$ cat config.mk
export PLATFORM = sky130hd
export DESIGN_NAME = nirq_irq_ctrl
export DESIGN_NICKNAME = d
export VERILOG_FILES = /design/src/logic/nirq_pkg.sv /design/src/logic/nirq_irq_ctrl.sv
export VERILOG_INCLUDE_DIRS = /design/src /design/src/logic
export SDC_FILE = /design/constraint.sdc
export NUM_CORES = 1
export LEC_CHECK = 0
export ABC_AREA = 0
export BUFFER_PORTS_ARGS = -buffer_cell sky130_fd_sc_hd__clkbuf_2
export CELL_PAD_IN_SITES_DETAIL_PLACEMENT = 0
export CELL_PAD_IN_SITES_GLOBAL_PLACEMENT = 2
export CORE_MARGIN = 3
export CORE_UTILIZATION = 27
export DETAILED_ROUTE_END_ITERATION = 7
export PLACE_DENSITY_LB_ADDON = 0.1
export SETUP_SLACK_MARGIN = 0.1
export SYNTH_ARGS = -nofsm -noshare
export SYNTH_HDL_FRONTEND = slang
export SYNTH_SLANG_ARGS = --single-unit
export TNS_END_PERCENT = 1
$ cat constraint.sdc
create_clock -name clk -period 1.7 [get_ports clk]
set_input_delay 0.17 -clock clk [delete_from_list [all_inputs] [get_ports clk]]
set_output_delay 0.17 -clock clk [all_outputs]
set_load 0.03 [all_outputs]
$ cat src/logic/nirq_consts.svh
// Constants of the interrupt mask and status block: register indices,
// reset values, flag positions, FIFO thresholds and the guard time.
// Assumes a 100 MHz system clock; byte address is four times the index.
`ifndef NIRQ_CONSTS_SVH
`define NIRQ_CONSTS_SVH

// ****************************************************************
// Register indices
// ****************************************************************
`define NIRQ_IDX_MAIN_MASK    8'h16
`define NIRQ_IDX_TIMER_MASK   8'h17
`define NIRQ_IDX_ERR_MASK     8'h18
`define NIRQ_IDX_TARGET_MASK  8'h19
`define NIRQ_IDX_MAIN_STAT    8'h1a
`define NIRQ_IDX_TIMER_STAT   8'h1b
`define NIRQ_IDX_CONTROL      8'h20

// ****************************************************************
// Reset values and masks of implemented bits
// ****************************************************************
`define NIRQ_MASK_RESET       8'h00
`define NIRQ_STAT_RESET       8'h00
`define NIRQ_CTRL_RESET       8'h00
`define NIRQ_MAIN_USED        8'hfe
`define NIRQ_TIMER_USED       8'hff
`define NIRQ_ERR_USED         8'hfe
`define NIRQ_TARGET_USED      8'hfb
`define NIRQ_ZERO_WORD        32'h0000_0000

// ****************************************************************
// Flag positions
// ****************************************************************
`define NIRQ_MAIN_OSC         7
`define NIRQ_MAIN_FIFO        6
`define NIRQ_MAIN_RXS         5
`define NIRQ_MAIN_RXE         4
`define NIRQ_MAIN_TXE         3
`define NIRQ_MAIN_COL         2
`define NIRQ_MAIN_RESTART     1
`define NIRQ_TMR_CMD          7
`define NIRQ_TMR_NORESP       6
`define NIRQ_TMR_GPT          5
`define NIRQ_TMR_FIELD_ON     4
`define NIRQ_TMR_FIELD_OFF    3
`define NIRQ_TMR_CA_COL       2
`define NIRQ_TMR_GUARD        1
`define NIRQ_TMR_RATE         0
`define NIRQ_CTRL_OSC_EN      0

// ****************************************************************
// FIFO thresholds and guard time
// ****************************************************************
`define NIRQ_FIFO_RX_HIGH     10'd300
`define NIRQ_FIFO_TX_LOW      10'd200
`define NIRQ_CLK_PERIOD_NS    10
`define NIRQ_GUARD_TIME_NS    1000
`define NIRQ_GUARD_CYCLES \
   ((`NIRQ_GUARD_TIME_NS + `NIRQ_CLK_PERIOD_NS - 1) / `NIRQ_CLK_PERIOD_NS)

`endif

$ cat src/logic/nirq_pkg.sv
// Types shared by the interrupt mask and status block.
// Assumes nothing beyond a SystemVerilog compiler.
package nirq_pkg;

   typedef logic [7:0] nirq_byte_type;

   typedef enum logic [0:0]
   {
      NIRQ_GUARD_IDLE = 1'b0,
      NIRQ_GUARD_WAIT = 1'b1
   } nirq_guard_type;

endpackage : nirq_pkg

$ cat src/logic/nirq_irq_ctrl.sv
// Interrupt mask and status registers of an NFC reader, reached over APB.
// Assumes every event input is synchronous to clk, one cycle per pulse.
`include "nirq_consts.svh"

module nirq_irq_ctrl
#(
   parameter int ADDR_WIDTH   = 12,
   parameter int FIFO_WIDTH   = 10,
   parameter int GUARD_CYCLES = `NIRQ_GUARD_CYCLES
)
(
   input  wire logic                  clk,
   input  wire logic                  rst,
   input  wire logic                  psel,
   input  wire logic                  penable,
   input  wire logic                  pwrite,
   input  wire logic [ADDR_WIDTH-1:0] paddr,
   input  wire logic [31:0]           pwdata,
   input  wire logic [3:0]            pstrb,
   output      logic [31:0]           prdata,
   output      logic                  pready,
   output      logic                  pslverr,
   input  wire logic                  oscStable,
   input  wire logic [FIFO_WIDTH-1:0] fifoCount,
   input  wire logic                  rxActive,
   input  wire logic                  txActive,
   input  wire logic                  rxStartEvt,
   input  wire logic                  rxEndEvt,
   input  wire logic                  txEndEvt,
   input  wire logic                  bitCollisionEvt,
   input  wire logic                  disturbanceDropEvt,
   input  wire logic                  cmdDoneEvt,
   input  wire logic                  noRespTimeoutEvt,
   input  wire logic                  gpTimeoutEvt,
   input  wire logic                  extFieldPresent,
   input  wire logic                  caCollisionEvt,
   input  wire logic                  caFieldOnEvt,
   input  wire logic                  targetMode,
   input  wire logic                  initiatorRateEvt,
   input  wire logic [7:0]            errWakePending,
   input  wire logic [7:0]            targetPending,
   output      logic                  oscEnable,
   output      logic [7:0]            errWakeMask,
   output      logic [7:0]            targetMask,
   output      logic                  irq
);

   // ****************************************************************
   // Declarations
   // ****************************************************************
   nirq_pkg::nirq_byte_type mainMask_reg;
   nirq_pkg::nirq_byte_type timerMask_reg;
   nirq_pkg::nirq_byte_type errMask_reg;
   nirq_pkg::nirq_byte_type targetMask_reg;
   nirq_pkg::nirq_byte_type mainStat_reg;
   nirq_pkg::nirq_byte_type mainStat_next;
   nirq_pkg::nirq_byte_type timerStat_reg;
   nirq_pkg::nirq_byte_type timerStat_next;
   nirq_pkg::nirq_byte_type mainSet;
   nirq_pkg::nirq_byte_type timerSet;
   nirq_pkg::nirq_byte_type mainClr;
   nirq_pkg::nirq_byte_type timerClr;
   nirq_pkg::nirq_guard_type guardState_reg;
   nirq_pkg::nirq_guard_type guardState_next;
   logic [31:0]             guardCount_reg;
   logic [31:0]             guardCount_next;
   logic                    ctrlOsc_reg;
   logic                    oscSeen_reg;
   logic                    fifoHit_reg;
   logic                    field_reg;
   logic                    guardDone;
   logic                    fifoHit;
   logic                    oscGood;
   logic [31:0]             readWord;
   logic [31:0]             prdata_reg;
   logic                    pready_reg;
   logic                    pslverr_reg;
   logic                    irq_reg;
   logic                    capture;
   logic                    doWrite;
   logic                    doRead;
   logic                    lowByte;
   logic                    mapped;
   logic [7:0]              index;
   logic [7:0]              wByte;

   // ****************************************************************
   // Bus decode
   // ****************************************************************
   // The access completes one cycle after the access phase opens, so the
   // decode and the clear-on-read act at the edge that loads read data.
   assign capture = psel && penable && !pready_reg;
   assign index   = paddr[9:2];
   assign wByte   = pwdata[7:0];
   assign lowByte = pstrb[0];
   assign doWrite = capture && pwrite && mapped;
   assign doRead  = capture && !pwrite && mapped;

   always_comb
   begin
      mapped   = 1'b1;
      readWord = `NIRQ_ZERO_WORD;
      unique case (index)
         `NIRQ_IDX_MAIN_MASK:   readWord[7:0] = mainMask_reg;
         `NIRQ_IDX_TIMER_MASK:  readWord[7:0] = timerMask_reg;
         `NIRQ_IDX_ERR_MASK:    readWord[7:0] = errMask_reg;
         `NIRQ_IDX_TARGET_MASK: readWord[7:0] = targetMask_reg;
         `NIRQ_IDX_MAIN_STAT:   readWord[7:0] = mainStat_reg;
         `NIRQ_IDX_TIMER_STAT:  readWord[7:0] = timerStat_reg;
         `NIRQ_IDX_CONTROL:     readWord[`NIRQ_CTRL_OSC_EN] = ctrlOsc_reg;
         default:               mapped = 1'b0;
      endcase
   end

   // ****************************************************************
   // Bus answer
   // ****************************************************************
   always_ff @(posedge clk)
   begin
      if (rst)
      begin
         pready_reg  <= 1'b0;
         pslverr_reg <= 1'b0;
         prdata_reg  <= `NIRQ_ZERO_WORD;
      end
      else
      begin
         pready_reg  <= capture;
         pslverr_reg <= capture && !mapped;
         if (capture && !pwrite)
         begin
            prdata_reg <= readWord;
         end
      end
   end

   // ****************************************************************
   // Mask and control registers
   // ****************************************************************
   always_ff @(posedge clk)
   begin
      if (rst)
      begin
         mainMask_reg   <= `NIRQ_MASK_RESET;
         timerMask_reg  <= `NIRQ_MASK_RESET;
         errMask_reg    <= `NIRQ_MASK_RESET;
         targetMask_reg <= `NIRQ_MASK_RESET;
         ctrlOsc_reg    <= 1'b0;
      end
      else if (doWrite && lowByte)
      begin
         unique case (index)
            `NIRQ_IDX_MAIN_MASK:
               mainMask_reg <= wByte & `NIRQ_MAIN_USED;
            `NIRQ_IDX_TIMER_MASK:
               timerMask_reg <= wByte & `NIRQ_TIMER_USED;
            `NIRQ_IDX_ERR_MASK:
               errMask_reg <= wByte & `NIRQ_ERR_USED;
            `NIRQ_IDX_TARGET_MASK:
               targetMask_reg <= wByte & `NIRQ_TARGET_USED;
            `NIRQ_IDX_CONTROL:
               ctrlOsc_reg <= wByte[`NIRQ_CTRL_OSC_EN];
            default:
               ctrlOsc_reg <= ctrlOsc_reg;
         endcase
      end
   end

   // ****************************************************************
   // Event edge detection
   // ****************************************************************
   // Level conditions are turned into one flag per rising edge (the field also per
   // falling edge), so a FIFO that stays above its mark does not refill the flag after every read.
   assign oscGood = ctrlOsc_reg && oscStable;
   assign fifoHit = (rxActive && (fifoCount > `NIRQ_FIFO_RX_HIGH)) ||
                    (txActive && (fifoCount < `NIRQ_FIFO_TX_LOW));

   always_ff @(posedge clk)
   begin
      if (rst)
      begin
         oscSeen_reg <= 1'b0;
         fifoHit_reg <= 1'b0;
         field_reg   <= 1'b0;
      end
      else
      begin
         oscSeen_reg <= oscGood;
         fifoHit_reg <= fifoHit;
         field_reg   <= extFieldPresent;
      end
   end

   // ****************************************************************
   // Guard timer after own field switch-on
   // ****************************************************************
   always_comb
   begin
      guardState_next = guardState_reg;
      guardCount_next = guardCount_reg;
      guardDone       = 1'b0;
      unique case (guardState_reg)
         nirq_pkg::NIRQ_GUARD_IDLE:
         begin
            if (caFieldOnEvt)
            begin
               guardState_next = nirq_pkg::NIRQ_GUARD_WAIT;
               guardCount_next = 32'(GUARD_CYCLES - 1);
            end
         end
         nirq_pkg::NIRQ_GUARD_WAIT:
         begin
            if (guardCount_reg == 32'd0)
            begin
               guardDone       = 1'b1;
               guardState_next = nirq_pkg::NIRQ_GUARD_IDLE;
            end
            else
            begin
               guardCount_next = guardCount_reg - 32'd1;
            end
         end
      endcase
   end

   always_ff @(posedge clk)
   begin
      if (rst)
      begin
         guardState_reg <= nirq_pkg::NIRQ_GUARD_IDLE;
         guardCount_reg <= 32'd0;
      end
      else
      begin
         guardState_reg <= guardState_next;
         guardCount_reg <= guardCount_next;
      end
   end

   // ****************************************************************
   // Status set and clear terms
   // ****************************************************************
   always_comb
   begin
      mainSet = `NIRQ_STAT_RESET;
      mainSet[`NIRQ_MAIN_OSC]     = oscGood && !oscSeen_reg;
      mainSet[`NIRQ_MAIN_FIFO]    = fifoHit && !fifoHit_reg;
      mainSet[`NIRQ_MAIN_RXS]     = rxStartEvt;
      mainSet[`NIRQ_MAIN_RXE]     = rxEndEvt;
      mainSet[`NIRQ_MAIN_TXE]     = txEndEvt;
      mainSet[`NIRQ_MAIN_COL]     = bitCollisionEvt;
      mainSet[`NIRQ_MAIN_RESTART] = disturbanceDropEvt;
   end

   always_comb
   begin
      timerSet = `NIRQ_STAT_RESET;
      timerSet[`NIRQ_TMR_CMD]       = cmdDoneEvt;
      timerSet[`NIRQ_TMR_NORESP]    = noRespTimeoutEvt;
      timerSet[`NIRQ_TMR_GPT]       = gpTimeoutEvt;
      timerSet[`NIRQ_TMR_FIELD_ON]  = extFieldPresent && !field_reg;
      timerSet[`NIRQ_TMR_FIELD_OFF] = !extFieldPresent && field_reg;
      timerSet[`NIRQ_TMR_CA_COL]    = caCollisionEvt;
      timerSet[`NIRQ_TMR_GUARD]     = guardDone;
      timerSet[`NIRQ_TMR_RATE]      = targetMode && initiatorRateEvt;
   end

   // A read clears the whole register; writing ones clears chosen bits.
   always_comb
   begin
      mainClr  = `NIRQ_STAT_RESET;
      timerClr = `NIRQ_STAT_RESET;
      if (doRead && (index == `NIRQ_IDX_MAIN_STAT))
      begin
         mainClr = ~`NIRQ_STAT_RESET;
      end
      if (doRead && (index == `NIRQ_IDX_TIMER_STAT))
      begin
         timerClr = ~`NIRQ_STAT_RESET;
      end
      if (doWrite && lowByte && (index == `NIRQ_IDX_MAIN_STAT))
      begin
         mainClr = wByte;
      end
      if (doWrite && lowByte && (index == `NIRQ_IDX_TIMER_STAT))
      begin
         timerClr = wByte;
      end
   end

   // Set wins over clear so an event in the clearing cycle is kept.
   assign mainStat_next  = ((mainStat_reg & ~mainClr) | mainSet)
                           & `NIRQ_MAIN_USED;
   assign timerStat_next = (timerStat_reg & ~timerClr) | timerSet;

   // ****************************************************************
   // Status registers
   // ****************************************************************
   always_ff @(posedge clk)
   begin
      if (rst)
      begin
         mainStat_reg  <= `NIRQ_STAT_RESET;
         timerStat_reg <= `NIRQ_STAT_RESET;
      end
      else
      begin
         mainStat_reg  <= mainStat_next;
         timerStat_reg <= timerStat_next;
      end
   end

   // ****************************************************************
   // Interrupt line
   // ****************************************************************
   // Taken from the next status values so the line follows a clearing
   // read at the same edge, at the cost of one gate level before the flop.
   always_ff @(posedge clk)
   begin
      if (rst)
      begin
         irq_reg <= 1'b0;
      end
      else
      begin
         irq_reg <= |(mainStat_next  & ~mainMask_reg)   ||
                    |(timerStat_next & ~timerMask_reg)  ||
                    |(errWakePending & ~errMask_reg
                      & `NIRQ_ERR_USED)                 ||
                    |(targetPending  & ~targetMask_reg
                      & `NIRQ_TARGET_USED);
      end
   end

   // ****************************************************************
   // Outputs
   // ****************************************************************
   assign prdata      = prdata_reg;
   assign pready      = pready_reg;
   assign pslverr     = pslverr_reg;
   assign irq         = irq_reg;
   assign oscEnable   = ctrlOsc_reg;
   assign errWakeMask = errMask_reg;
   assign targetMask  = targetMask_reg;

endmodule : nirq_irq_ctrl

### Word level (Yosys, flattened, before mapping)

Index checks and enable logic that the tools add are counted.

* bits in writable memories: 0
* register bits after elaboration: 93
* output and inout bits: 52
* memory bits (read-only): 0
* latch bits: 0
* memories: 0
* word-level logic and storage cells: 102
* input bits: 95

* eq/ne operators: 9
* order comparisons: 2
* $add $sub $neg: 1
* reductions and logical operators: 43
* divide/modulo/power cells: 0
* shifts and indexed selects: 0
* bitwise operators: 15
* mux-type cells: 15
* multiply operators: 0

Operators with widths (number)
* $mux 32: 2
* $pmux 32 s2: 1
* $and 8x8->8: 6
* $eq 8x5->1 const B: 6
* $not 8->8: 6
* $pmux 7 s6: 1
* $logic_not 32->1: 1
* $mux 8: 4
* $sub 32x1->32 const B: 1
* $reduce_or 7->1: 3
* $logic_and 1x1->1: 20
* $or 8x8->8: 2
* $reduce_or 8->1: 2
* $reduce_and 2->1: 6
* $gt 10x9->1 const B: 1
* $lt 10x8->1 const B: 1
* $eq 8x6->1 const B: 1
* $logic_not 1->1: 7
* $mux 1: 5
* $pmux 1 s5: 1
* $logic_or 1x1->1: 4
* $ne 2x2->1 const B: 2
* $pmux 1 s2: 1
* $not 1->1: 1

### Logic depth before layout (Yosys ltp)

Gate-level depths: netlist of run 1.

* depth after elaboration: 15
* mapped depth: 8
* gate-level depth less buffers: 7

### Worst setup path before layout of run 1

Ideal clock, no wire load.

* kind: reg-to-reg
* start: reg pready_reg (netlist: pready)
* end: reg irq_reg (netlist: irq)
* period minus slack after synthesis: 1.986 ns
* arrival: 1.853 ns
* buffers on the path: 0
* library setup time: 0.133 ns
* cell stages (with the launch flop): 7
* path slack: -0.286 ns
* required time: 1.567 ns
* cell sequence: dfxtp_1 > nand3b_1 > or4_1 > a21oi_1 > o22ai_1 > nor4_1 > a31oi_1

* cells in the longest elaborated chain, start to end: 15
* elaborated cells on any way between the ends: 28
* those cells by class: mux (4); bitwise (8); reduce/logical (16)

RTL lines
* from (decl): line nirq_irq_ctrl.sv:76 `logic pready_reg;`
* from (signal assigned): line nirq_irq_ctrl.sv:128 `pready_reg <= capture;`
* $logic_not 1->1 *: line nirq_irq_ctrl.sv:92 `assign capture = psel && penable && !pready_reg;`
* $logic_and 1x1->1 *: line nirq_irq_ctrl.sv:92
* $logic_and 1x1->1, on equally long branches (2 in a row): line nirq_irq_ctrl.sv:97, nirq_irq_ctrl.sv:96
* $logic_and 1x1->1, on equally long branches
* $mux 8, or another cell as far along: line nirq_irq_ctrl.sv:273 `` if (doRead && (index == `NIRQ_IDX_MAIN_STAT)) ``
* $mux 8, on equally long branches: line nirq_irq_ctrl.sv:281, nirq_irq_ctrl.sv:285
* $not 8->8, on equally long branches: line nirq_irq_ctrl.sv:292, nirq_irq_ctrl.sv:294
* $and 8x8->8, on equally long branches: line nirq_irq_ctrl.sv:292, nirq_irq_ctrl.sv:294
* $or 8x8->8, on equally long branches: line nirq_irq_ctrl.sv:292, nirq_irq_ctrl.sv:294
* $and 8x8->8, on equally long branches: line nirq_irq_ctrl.sv:326, nirq_irq_ctrl.sv:327
* $reduce_or 8->1, on equally long branches: line nirq_irq_ctrl.sv:326, nirq_irq_ctrl.sv:327
* $logic_or 1x1->1 * (3 in a row): line nirq_irq_ctrl.sv:326 `irq_reg <= |(mainStat_next & ~mainMask_reg) ||`
* to (signal assigned): line nirq_irq_ctrl.sv:326
* to (decl): line nirq_irq_ctrl.sv:78 `logic irq_reg;`

Every way passes the cells marked *; elsewhere a longest branch is shown, timed or not.
A chain may end at the register's enable or synchronous reset.

### Worst setup path after layout of run 1

* start: reg guardCount_reg[9]
* end: reg guardCount_reg[31]

* cells in the longest elaborated chain, start to end: 3
* elaborated cells on any way between the ends: 6
* those cells by class: add/sub (1); eq/ne (1); mux (2); reduce/logical (2)

RTL lines
* from (decl): line nirq_irq_ctrl.sv:65 `logic [31:0] guardCount_reg;`
* from (signal assigned): line nirq_irq_ctrl.sv:236 `guardCount_reg <= guardCount_next;`
* $sub 32x1->32 or $logic_not 32->1 (tied branches): line nirq_irq_ctrl.sv:220, nirq_irq_ctrl.sv:213
* $mux 32 or $ne 2x2->1 (tied branches)
* $pmux 32 s2 or $reduce_and 2->1 (tied branches)

Several ways; a longest one is shown, not always the timed one. The select of a mux whose other input is x is not followed.

==> flow_summary.json, run 1 <==
{
  "seq_power_share_pct": 35.6,
  "ios": 147,
  "met2_usage_pct": 23.4,
  "critPathBufInv": 2,
  "grt.overflow.total": 0,
  "crit-reg2reg-launch": "guardCount_reg[9]$_SDFFE_PP0P_",
  "rsz0062_at_grt": "yes",
  "utilization_pct": 42.1,
  "wl_per_cell_um": 16.3,
  "time_the_final_worst_path_needs_with_i_o_delays_and_setup_ns": 1.91,
  "swShare_pct": 27.9,
  "number_of_global_route_vias_before_repair": 4527,
  "clock.fmax_ghz": 0.525,
  "detailedPlace.worstSlack_ns": -0.401,
  "worst_pin_slew_ns": 0.640,
  "post_synth_inst_count": 538,
  "comb_power_share_pct": 27.1,
  "detailroute.via_count": 4688,
  "timing.critical_path.slowest_stage_cell": "sky130_fd_sc_hd__nor4_4",
  "grt_pass1_wl_um": 25400,
  "path_clk_slew_ns": 0.07,
  "cap_violations": 0,
  "antenna_found_initial": 0,
  "dieWidth_um": 139,
  "final_net_count": 861,
  "maxSlewViolCount": 0,
  "layout_cells_sized_above_1_pct": 42.9,
  "failed_checks": "setup timing",
  "tritoncts_num_sinks": 92,
  "skew_ns": 0.00577,
  "initial_core_util_pct": 28.1,
  "vdd_ir_drop_max_mv": 0.513,
  "crit_start": "guardCount_reg[9]$_SDFFE_PP0P_",
  "synth_ff_type": "sky130_fd_sc_hd__dfxtp_1",
  "synthToLayoutAreaGrowth_pct": 49.5,
  "rr_endpoint": "guardCount_reg[31]$_SDFFE_PP0P_",
  "timing.critical_path.to_type": "flip-flop",
  "dpl.hpwl_um": 12700,
  "synth_enable_flop_cells": 0,
  "area_inside_the_core_boundary_um2": 16900,
  "grt_busiest_layer": "met1",
  "yosys.area.top_type_share_pct": 38.6,
  "area_of_the_mapped_netlist_um2": 4770,
  "worstPathCellList": "nor4_4 -> nand3_4 -> buf_6 -> a2111oi_4 -> buf_4 -> nand3_2 -> xor2_1 -> nor2_1",
  "synthMostInstantiatedCell": "sky130_fd_sc_hd__nor2_1",
  "post_cts_hold_buffer_count": 0,
  "cts_made_buffers": 9,
  "chipHeight_um": 139,
  "largest_register_ff_count": 32,
  "timing.hold.worst_endpoint": "timerStat_reg[6]$_SDFF_PP0_",
  "worst_slack_ns": -0.206,
  "drt_drc_violations_left": 0,
  "cts-htree-levels": 3,
  "worst_setup_path_start_kind": "flip-flop",
  "floorplan.die_area_um2": 19300,
  "final.period_utilization_pct": 112,
  "ys_top_cells_by_area": "sky130_fd_sc_hd__dfxtp_1 (39%), sky130_fd_sc_hd__nor2_1 (7.7%), sky130_fd_sc_hd__mux2i_1 (6.3%)",
  "port_buffers": 87,
  "synthesis_stage_register_bit_count": 92,
  "routed_wirelength_um": 16100,
  "rr_worst_depth": 8,
  "grt_usage_pct": 16.4,
  "worst_ep_arrival_time_ns": 2.14,
  "hold_path.class": "primary input to flip-flop",
  "powerDensity_nw_per_um2": 930,
  "power.static_leakage_nw": 3.16,
  "grt_start_max_net_pins": 30,
  "criticalPathCategory": "flip-flop to flip-flop",
  "max_slew_margin_pct": 57.3,
  "synthArstFlopShare_pct": 0,
  "groute.layer.met1.usage_pct": 25.2,
  "avgSynthCellArea_um2": 8.86,
  "internal_cell_power_w": 0.00478,
  "worst-path-max-fanout": 5,
  "ys_top_cells_by_count": "sky130_fd_sc_hd__nor2_1 (98), sky130_fd_sc_hd__dfxtp_1 (92), sky130_fd_sc_hd__mux2i_1 (30), sky130_fd_sc_hd__nand3_1 (30), sky130_fd_sc_hd__buf_4 (26)",
  "worst_hold_depth": 3,
  "run_status": "finished, violations left",
  "gp_congestion": 0.871,
  "pwr-share-clk_pct": 37.3,
  "required_ns": 1.93,
  "clockBufferDepth": 2,
  "insertedDiodeCount": 0,
  "yosys.area.top_type": "sky130_fd_sc_hd__dfxtp_1",
  "netlist_cell_types": 69,
  "vias_per_cell": 4.74,
  "synthesis_warnings": 0,
  "insertion_delay_ns": 0.34,
  "power.switching_w": 0.00185,
  "clock_tree.root_cell": "sky130_fd_sc_hd__clkbuf_16",
  "drt_pass1_iterations": 6,
  "hold_path_startpoint": "noRespTimeoutEvt",
  "setup_violations": 33,
  "crit_family": "simple AND/OR/NAND/NOR gates",
  "postRouteAntennaNets": 0,
  "tritoncts": "yes",
  "hold_viol_final": 0,
  "ys_seq_area_share_pct": 38.6,
  "number_of_drc_markers_after_the_initial_detailed_route_iteration": 209,
  "setup.reg_to_reg.worst_slack_ns": -0.21,
  "globalRouteMet3Util_pct": 2.66,
  "num_rows": 47,
  "hold-worst-slack_ns": 0.0773,
  "critical-path-max-stage-delay_ns": 0.35
}
how the worst max path moves through the flow:
stage	endpoint	slack (ns)	depth (start not counted)
2_1_floorplan	guardCount_reg[18]$_SDFFE_PP0P_	-0.13	6
3_3_place_gp	irq$_SDFF_PP0_	-0.36	9
3_5_place_dp	irq$_SDFF_PP0_	-0.40	9
4_1_cts	guardCount_reg[19]$_SDFFE_PP0P_	-0.29	8
5_1_grt	guardCount_reg[11]$_SDFFE_PP0P_	-0.32	8
6_report	guardCount_reg[31]$_SDFFE_PP0P_	-0.21	8
cell usage in the layout (no fill, tap or decap), types with 4 or more instances in the layout:
cell type,instances
sky130_fd_sc_hd__a21boi_0,7
sky130_fd_sc_hd__buf_12,5
sky130_fd_sc_hd__nor3_2,5
sky130_fd_sc_hd__buf_4,141
sky130_fd_sc_hd__nand4_1,4
sky130_fd_sc_hd__clkbuf_2,87
sky130_fd_sc_hd__nand3b_1,4
sky130_fd_sc_hd__nand4b_1,4
sky130_fd_sc_hd__dfxtp_2,6
sky130_fd_sc_hd__xnor2_1,12
sky130_fd_sc_hd__clkbuf_16,9
sky130_fd_sc_hd__a21oi_1,16
sky130_fd_sc_hd__buf_6,9
sky130_fd_sc_hd__nor3_1,7
sky130_fd_sc_hd__a32oi_1,6
sky130_fd_sc_hd__xor2_1,14
sky130_fd_sc_hd__nor4_4,7
sky130_fd_sc_hd__o22ai_1,11
sky130_fd_sc_hd__nand4_2,4
sky130_fd_sc_hd__a221oi_1,7
sky130_fd_sc_hd__nand2b_1,4
sky130_fd_sc_hd__mux2i_1,29
sky130_fd_sc_hd__nor2_1,94
sky130_fd_sc_hd__o21ai_0,4
sky130_fd_sc_hd__dfxtp_1,86
sky130_fd_sc_hd__nand3_2,7
sky130_fd_sc_hd__nand3_1,23
sky130_fd_sc_hd__nor2b_1,4
sky130_fd_sc_hd__conb_1,26
sky130_fd_sc_hd__inv_1,18
sky130_fd_sc_hd__bufinv_16,4
sky130_fd_sc_hd__a211oi_1,8
sky130_fd_sc_hd__nor4_1,8
sky130_fd_sc_hd__nand2_1,15
cell type report:
type                       count  area [um^2]
tap                          220          275
sequential                    92         1850
clock inverter                 4          120
timing repair buffer         242         1700
fill                        1696         9810
inverter                      18         67.6
clock buffer                  12          246
multi-input combinational    402         2870
through the flow:
stage,power (W),TNS (ns),instances,cell area [um^2]
6_report,0.00663,-4.48,990,7130
5_1_grt,0.00697,-8.05,990,7130
4_1_cts,0.00661,-6.86,980,6890
3_5_place_dp,0.00401,-12.13,962,6420
3_3_place_gp,0.00400,-10.78,962,6420
2_1_floorplan,0.00338,-3.11,563,4870
what timing repair did:
action,in CTS,in global routing
pin swaps,19,26
setup buffers,2,11
setup endpoints to repair,37,69
hold endpoints to repair,0,0
gates resized for setup,22,36
metal layers:
layer  routed length (um)  part of all wire (%)
met1                 8450                    52
met2                 6640                    41
met3                  882                   5.5
met4                  174                   1.1
met5                    0                     0
worst min-delay path: stages:
cell	delay, ns
sky130_fd_sc_hd__clkbuf_2	0.09
sky130_fd_sc_hd__nor2_2	0.04
sky130_fd_sc_hd__nor2_1	0.07
power by group through the flow:
stage,Sequential [W],Combinational (W),Clock (W)
after floorplan,0.00244,0.000945,0
after global placement,0.00240,0.00160,0
after detailed placement,0.00240,0.00161,0
after CTS,0.00236,0.00168,0.00258
after global routing,0.00237,0.00196,0.00264
final,0.00236,0.00180,0.00247
cell families (layout without fill, tap and decap cells):
kind of cell / Yosys count / in the layout / synth area share [%]
AO/OA/AOI/OAI: 90 / 90 / 14.0
XOR/XNOR: 27 / 27 / 4.96
adder cells (fa/ha/maj): 1 / 1 / 0.262
buffers and inverters: 69 / 276 / 7.82
flip-flops: 92 / 92 / 38.6
multiplexers: 30 / 30 / 6.30
other: 1 / 26 / 0.0787
AND/OR/NAND/NOR: 228 / 228 / 27.9
(Power assumes the default switching activity.)
==> inputs of run 2 (changes only) <==
CORE_UTILIZATION = 30   (was 27)
clock period = 1.9 ns   (was 1.7 ns; I/O delays follow)
==> run 2 against run 1 <==
Net effect:
- the flow still finishes with violations (setup timing)
- highest routed layer unchanged
- critical endpoint is now guardCount_reg[5]$_SDFFE_PP0P_
- sequential power is 10% lower
- flip-flop and latch count stayed put
- final area is 9.8% lower
- combinational power is 27% lower
- largest cell class unchanged
- setup slack better by 0.17 ns
==> flow_summary.json, run 2 (synthesis gave the netlist of run 1 again) <==
{
  "clock.fmax_ghz": 0.517,
  "clock_tree.root_cell": "sky130_fd_sc_hd__clkbuf_16",
  "vdd_ir_drop_max_mv": 0.402,
  "hold_viol_final": 0,
  "path_clk_slew_ns": 0.07,
  "gp_congestion": 0.855,
  "worst_setup_path_start_kind": "flip-flop",
  "required_ns": 2.13,
  "fill_cells": 1546,
  "wl_per_cell_um": 16.1,
  "ios": 147,
  "utilization_pct": 41.8,
  "timing.critical_path.to_type": "flip-flop",
  "tritoncts_num_sinks": 92,
  "rr_worst_depth": 8,
  "worst_ep_arrival_time_ns": 2.16,
  "antenna_found_initial": 0,
  "number_of_drc_markers_after_the_initial_detailed_route_iteration": 306,
  "number_of_global_route_vias_before_repair": 4416,
  "dieWidth_um": 132,
  "setup_violations": 9,
  "most-common-layout-cells": "sky130_fd_sc_hd__nor2_1 (97), sky130_fd_sc_hd__dfxtp_1 (88), sky130_fd_sc_hd__clkbuf_2 (87), sky130_fd_sc_hd__buf_4 (83)",
  "cts_made_buffers": 9,
  "insertion_delay_ns": 0.35,
  "grt_usage_pct": 16.9,
  "worst_hold_depth": 3,
  "drt_drc_violations_left": 0,
  "worst_slack_ns": -0.0353,
  "criticalPathCategory": "flip-flop to flip-flop",
  "detailroute.via_count": 4527,
  "fin_setup_tns_ns": -0.107,
  "num_rows": 45,
  "postRouteAntennaNets": 0,
  "grt.overflow.total": 0,
  "powerDensity_nw_per_um2": 824,
  "final.period_utilization_pct": 102,
  "grt_pass1_wl_um": 23900,
  "maxSlewViolCount": 0,
  "clockBufferDepth": 2,
  "final_common_cell": "sky130_fd_sc_hd__nor2_1",
  "layout_cells_sized_above_1_pct": 34.7,
  "synthToLayoutAreaGrowth_pct": 34.9,
  "port_buffers": 87,
  "drt_pass1_iterations": 5,
  "place_inst": 900,
  "skew_ns": 0.00630,
  "tritoncts": "yes",
  "worst-path-max-fanout": 7,
  "chipHeight_um": 132,
  "dpl.hpwl_um": 11500,
  "grt_start_max_net_pins": 50,
  "rsz0062_at_grt": "yes",
  "hold_path.class": "primary input to flip-flop",
  "vias_per_cell": 4.93,
  "cap_violations": 0,
  "floorplan.die_area_um2": 17400,
  "routed_wirelength_um": 14800,
  "area_inside_the_core_boundary_um2": 15400,
  "failed_checks": "setup timing",
  "cts-htree-levels": 3,
  "largest_register_ff_count": 32,
  "run_status": "finished, violations left",
  "insertedDiodeCount": 0,
  "initial_core_util_pct": 31.0,
  "time_the_final_worst_path_needs_with_i_o_delays_and_setup_ns": 1.94,
  "final_net_count": 798,
  "power.static_leakage_nw": 2.77,
  "layout.cells.non_filler": 918
}
==> run 2: worst paths after layout <==
| kind | startpoint | endpoint | slack (ns) |
|---|---|---|---|
| worst max register to register | guardCount_reg[26]$_SDFFE_PP0P_ | guardCount_reg[5]$_SDFFE_PP0P_ | -0.04 |
| worst max-delay path | guardCount_reg[26]$_SDFFE_PP0P_ | guardCount_reg[5]$_SDFFE_PP0P_ | -0.04 |
| worst min register to register | guardCount_reg[5]$_SDFFE_PP0P_ | guardCount_reg[5]$_SDFFE_PP0P_ | 0.49 |
| worst min-delay path | txEndEvt | mainStat_reg[3]$_SDFF_PP0_ | 0.07 |
==> run 2: cell type report <==
class	count	area (um^2)	area share, %
clock buffer	12	256	3.99
clock inverter	4	47.5	0.739
inverter	18	67.6	1.05
multi-input combinational	402	2740	42.5
sequential	92	1850	28.7
tap	211	264	4.11
timing repair buffer	179	1210	18.9
==> run 2: report_power, final <==
part | switching, W | leakage [nW] | internal [W]
logic | 0.000733 | 1.87 | 0.000576
clock network | 0.000776 | 0.149 | 0.00109
registers | 0.0000885 | 0.751 | 0.00204
==> run 2: per-layer routing <==
layer  track usage (%)  vias to the layer above  part of all wire (%)
met2              24.1                      154                    42
li1                  -                     2230                     -
met3              2.98                       14                   6.4
met4              4.84                        0                   1.1
met5                 0                        -                     0
met1              26.0                     2129                    51
==> run 2: metrics by stage <==
step,setup WS [ns],power (W),cell area [um^2],hold WS (ns)
2_1_floorplan,0.0446,0.00302,4870,0.306
3_3_place_gp,-0.0778,0.00342,6020,0.434
3_5_place_dp,-0.144,0.00344,6020,0.432
4_1_cts,-0.0434,0.00535,6390,0.0729
5_1_grt,-0.190,0.00556,6430,0.0957
6_report,-0.0353,0.00530,6430,0.0749
==> run 2: critical path, stage by stage, from the launching register on <==
cell                       delay (ns)
sky130_fd_sc_hd__dfxtp_2         0.33
sky130_fd_sc_hd__buf_6           0.12
sky130_fd_sc_hd__nor4_4          0.39
sky130_fd_sc_hd__nand4_2         0.17
sky130_fd_sc_hd__nor4_4          0.32
sky130_fd_sc_hd__buf_4           0.20
sky130_fd_sc_hd__o21ai_0         0.09
sky130_fd_sc_hd__a21oi_1         0.14
sky130_fd_sc_hd__a311oi_1        0.06
==> run 2: repair_timing <==
action | CTS | global route
resized for setup | 12 | 11
hold buffers | 0 | 0
pin swaps | 14 | 5
setup endpoints to repair | 32 | 56
setup buffers | 2 | 0
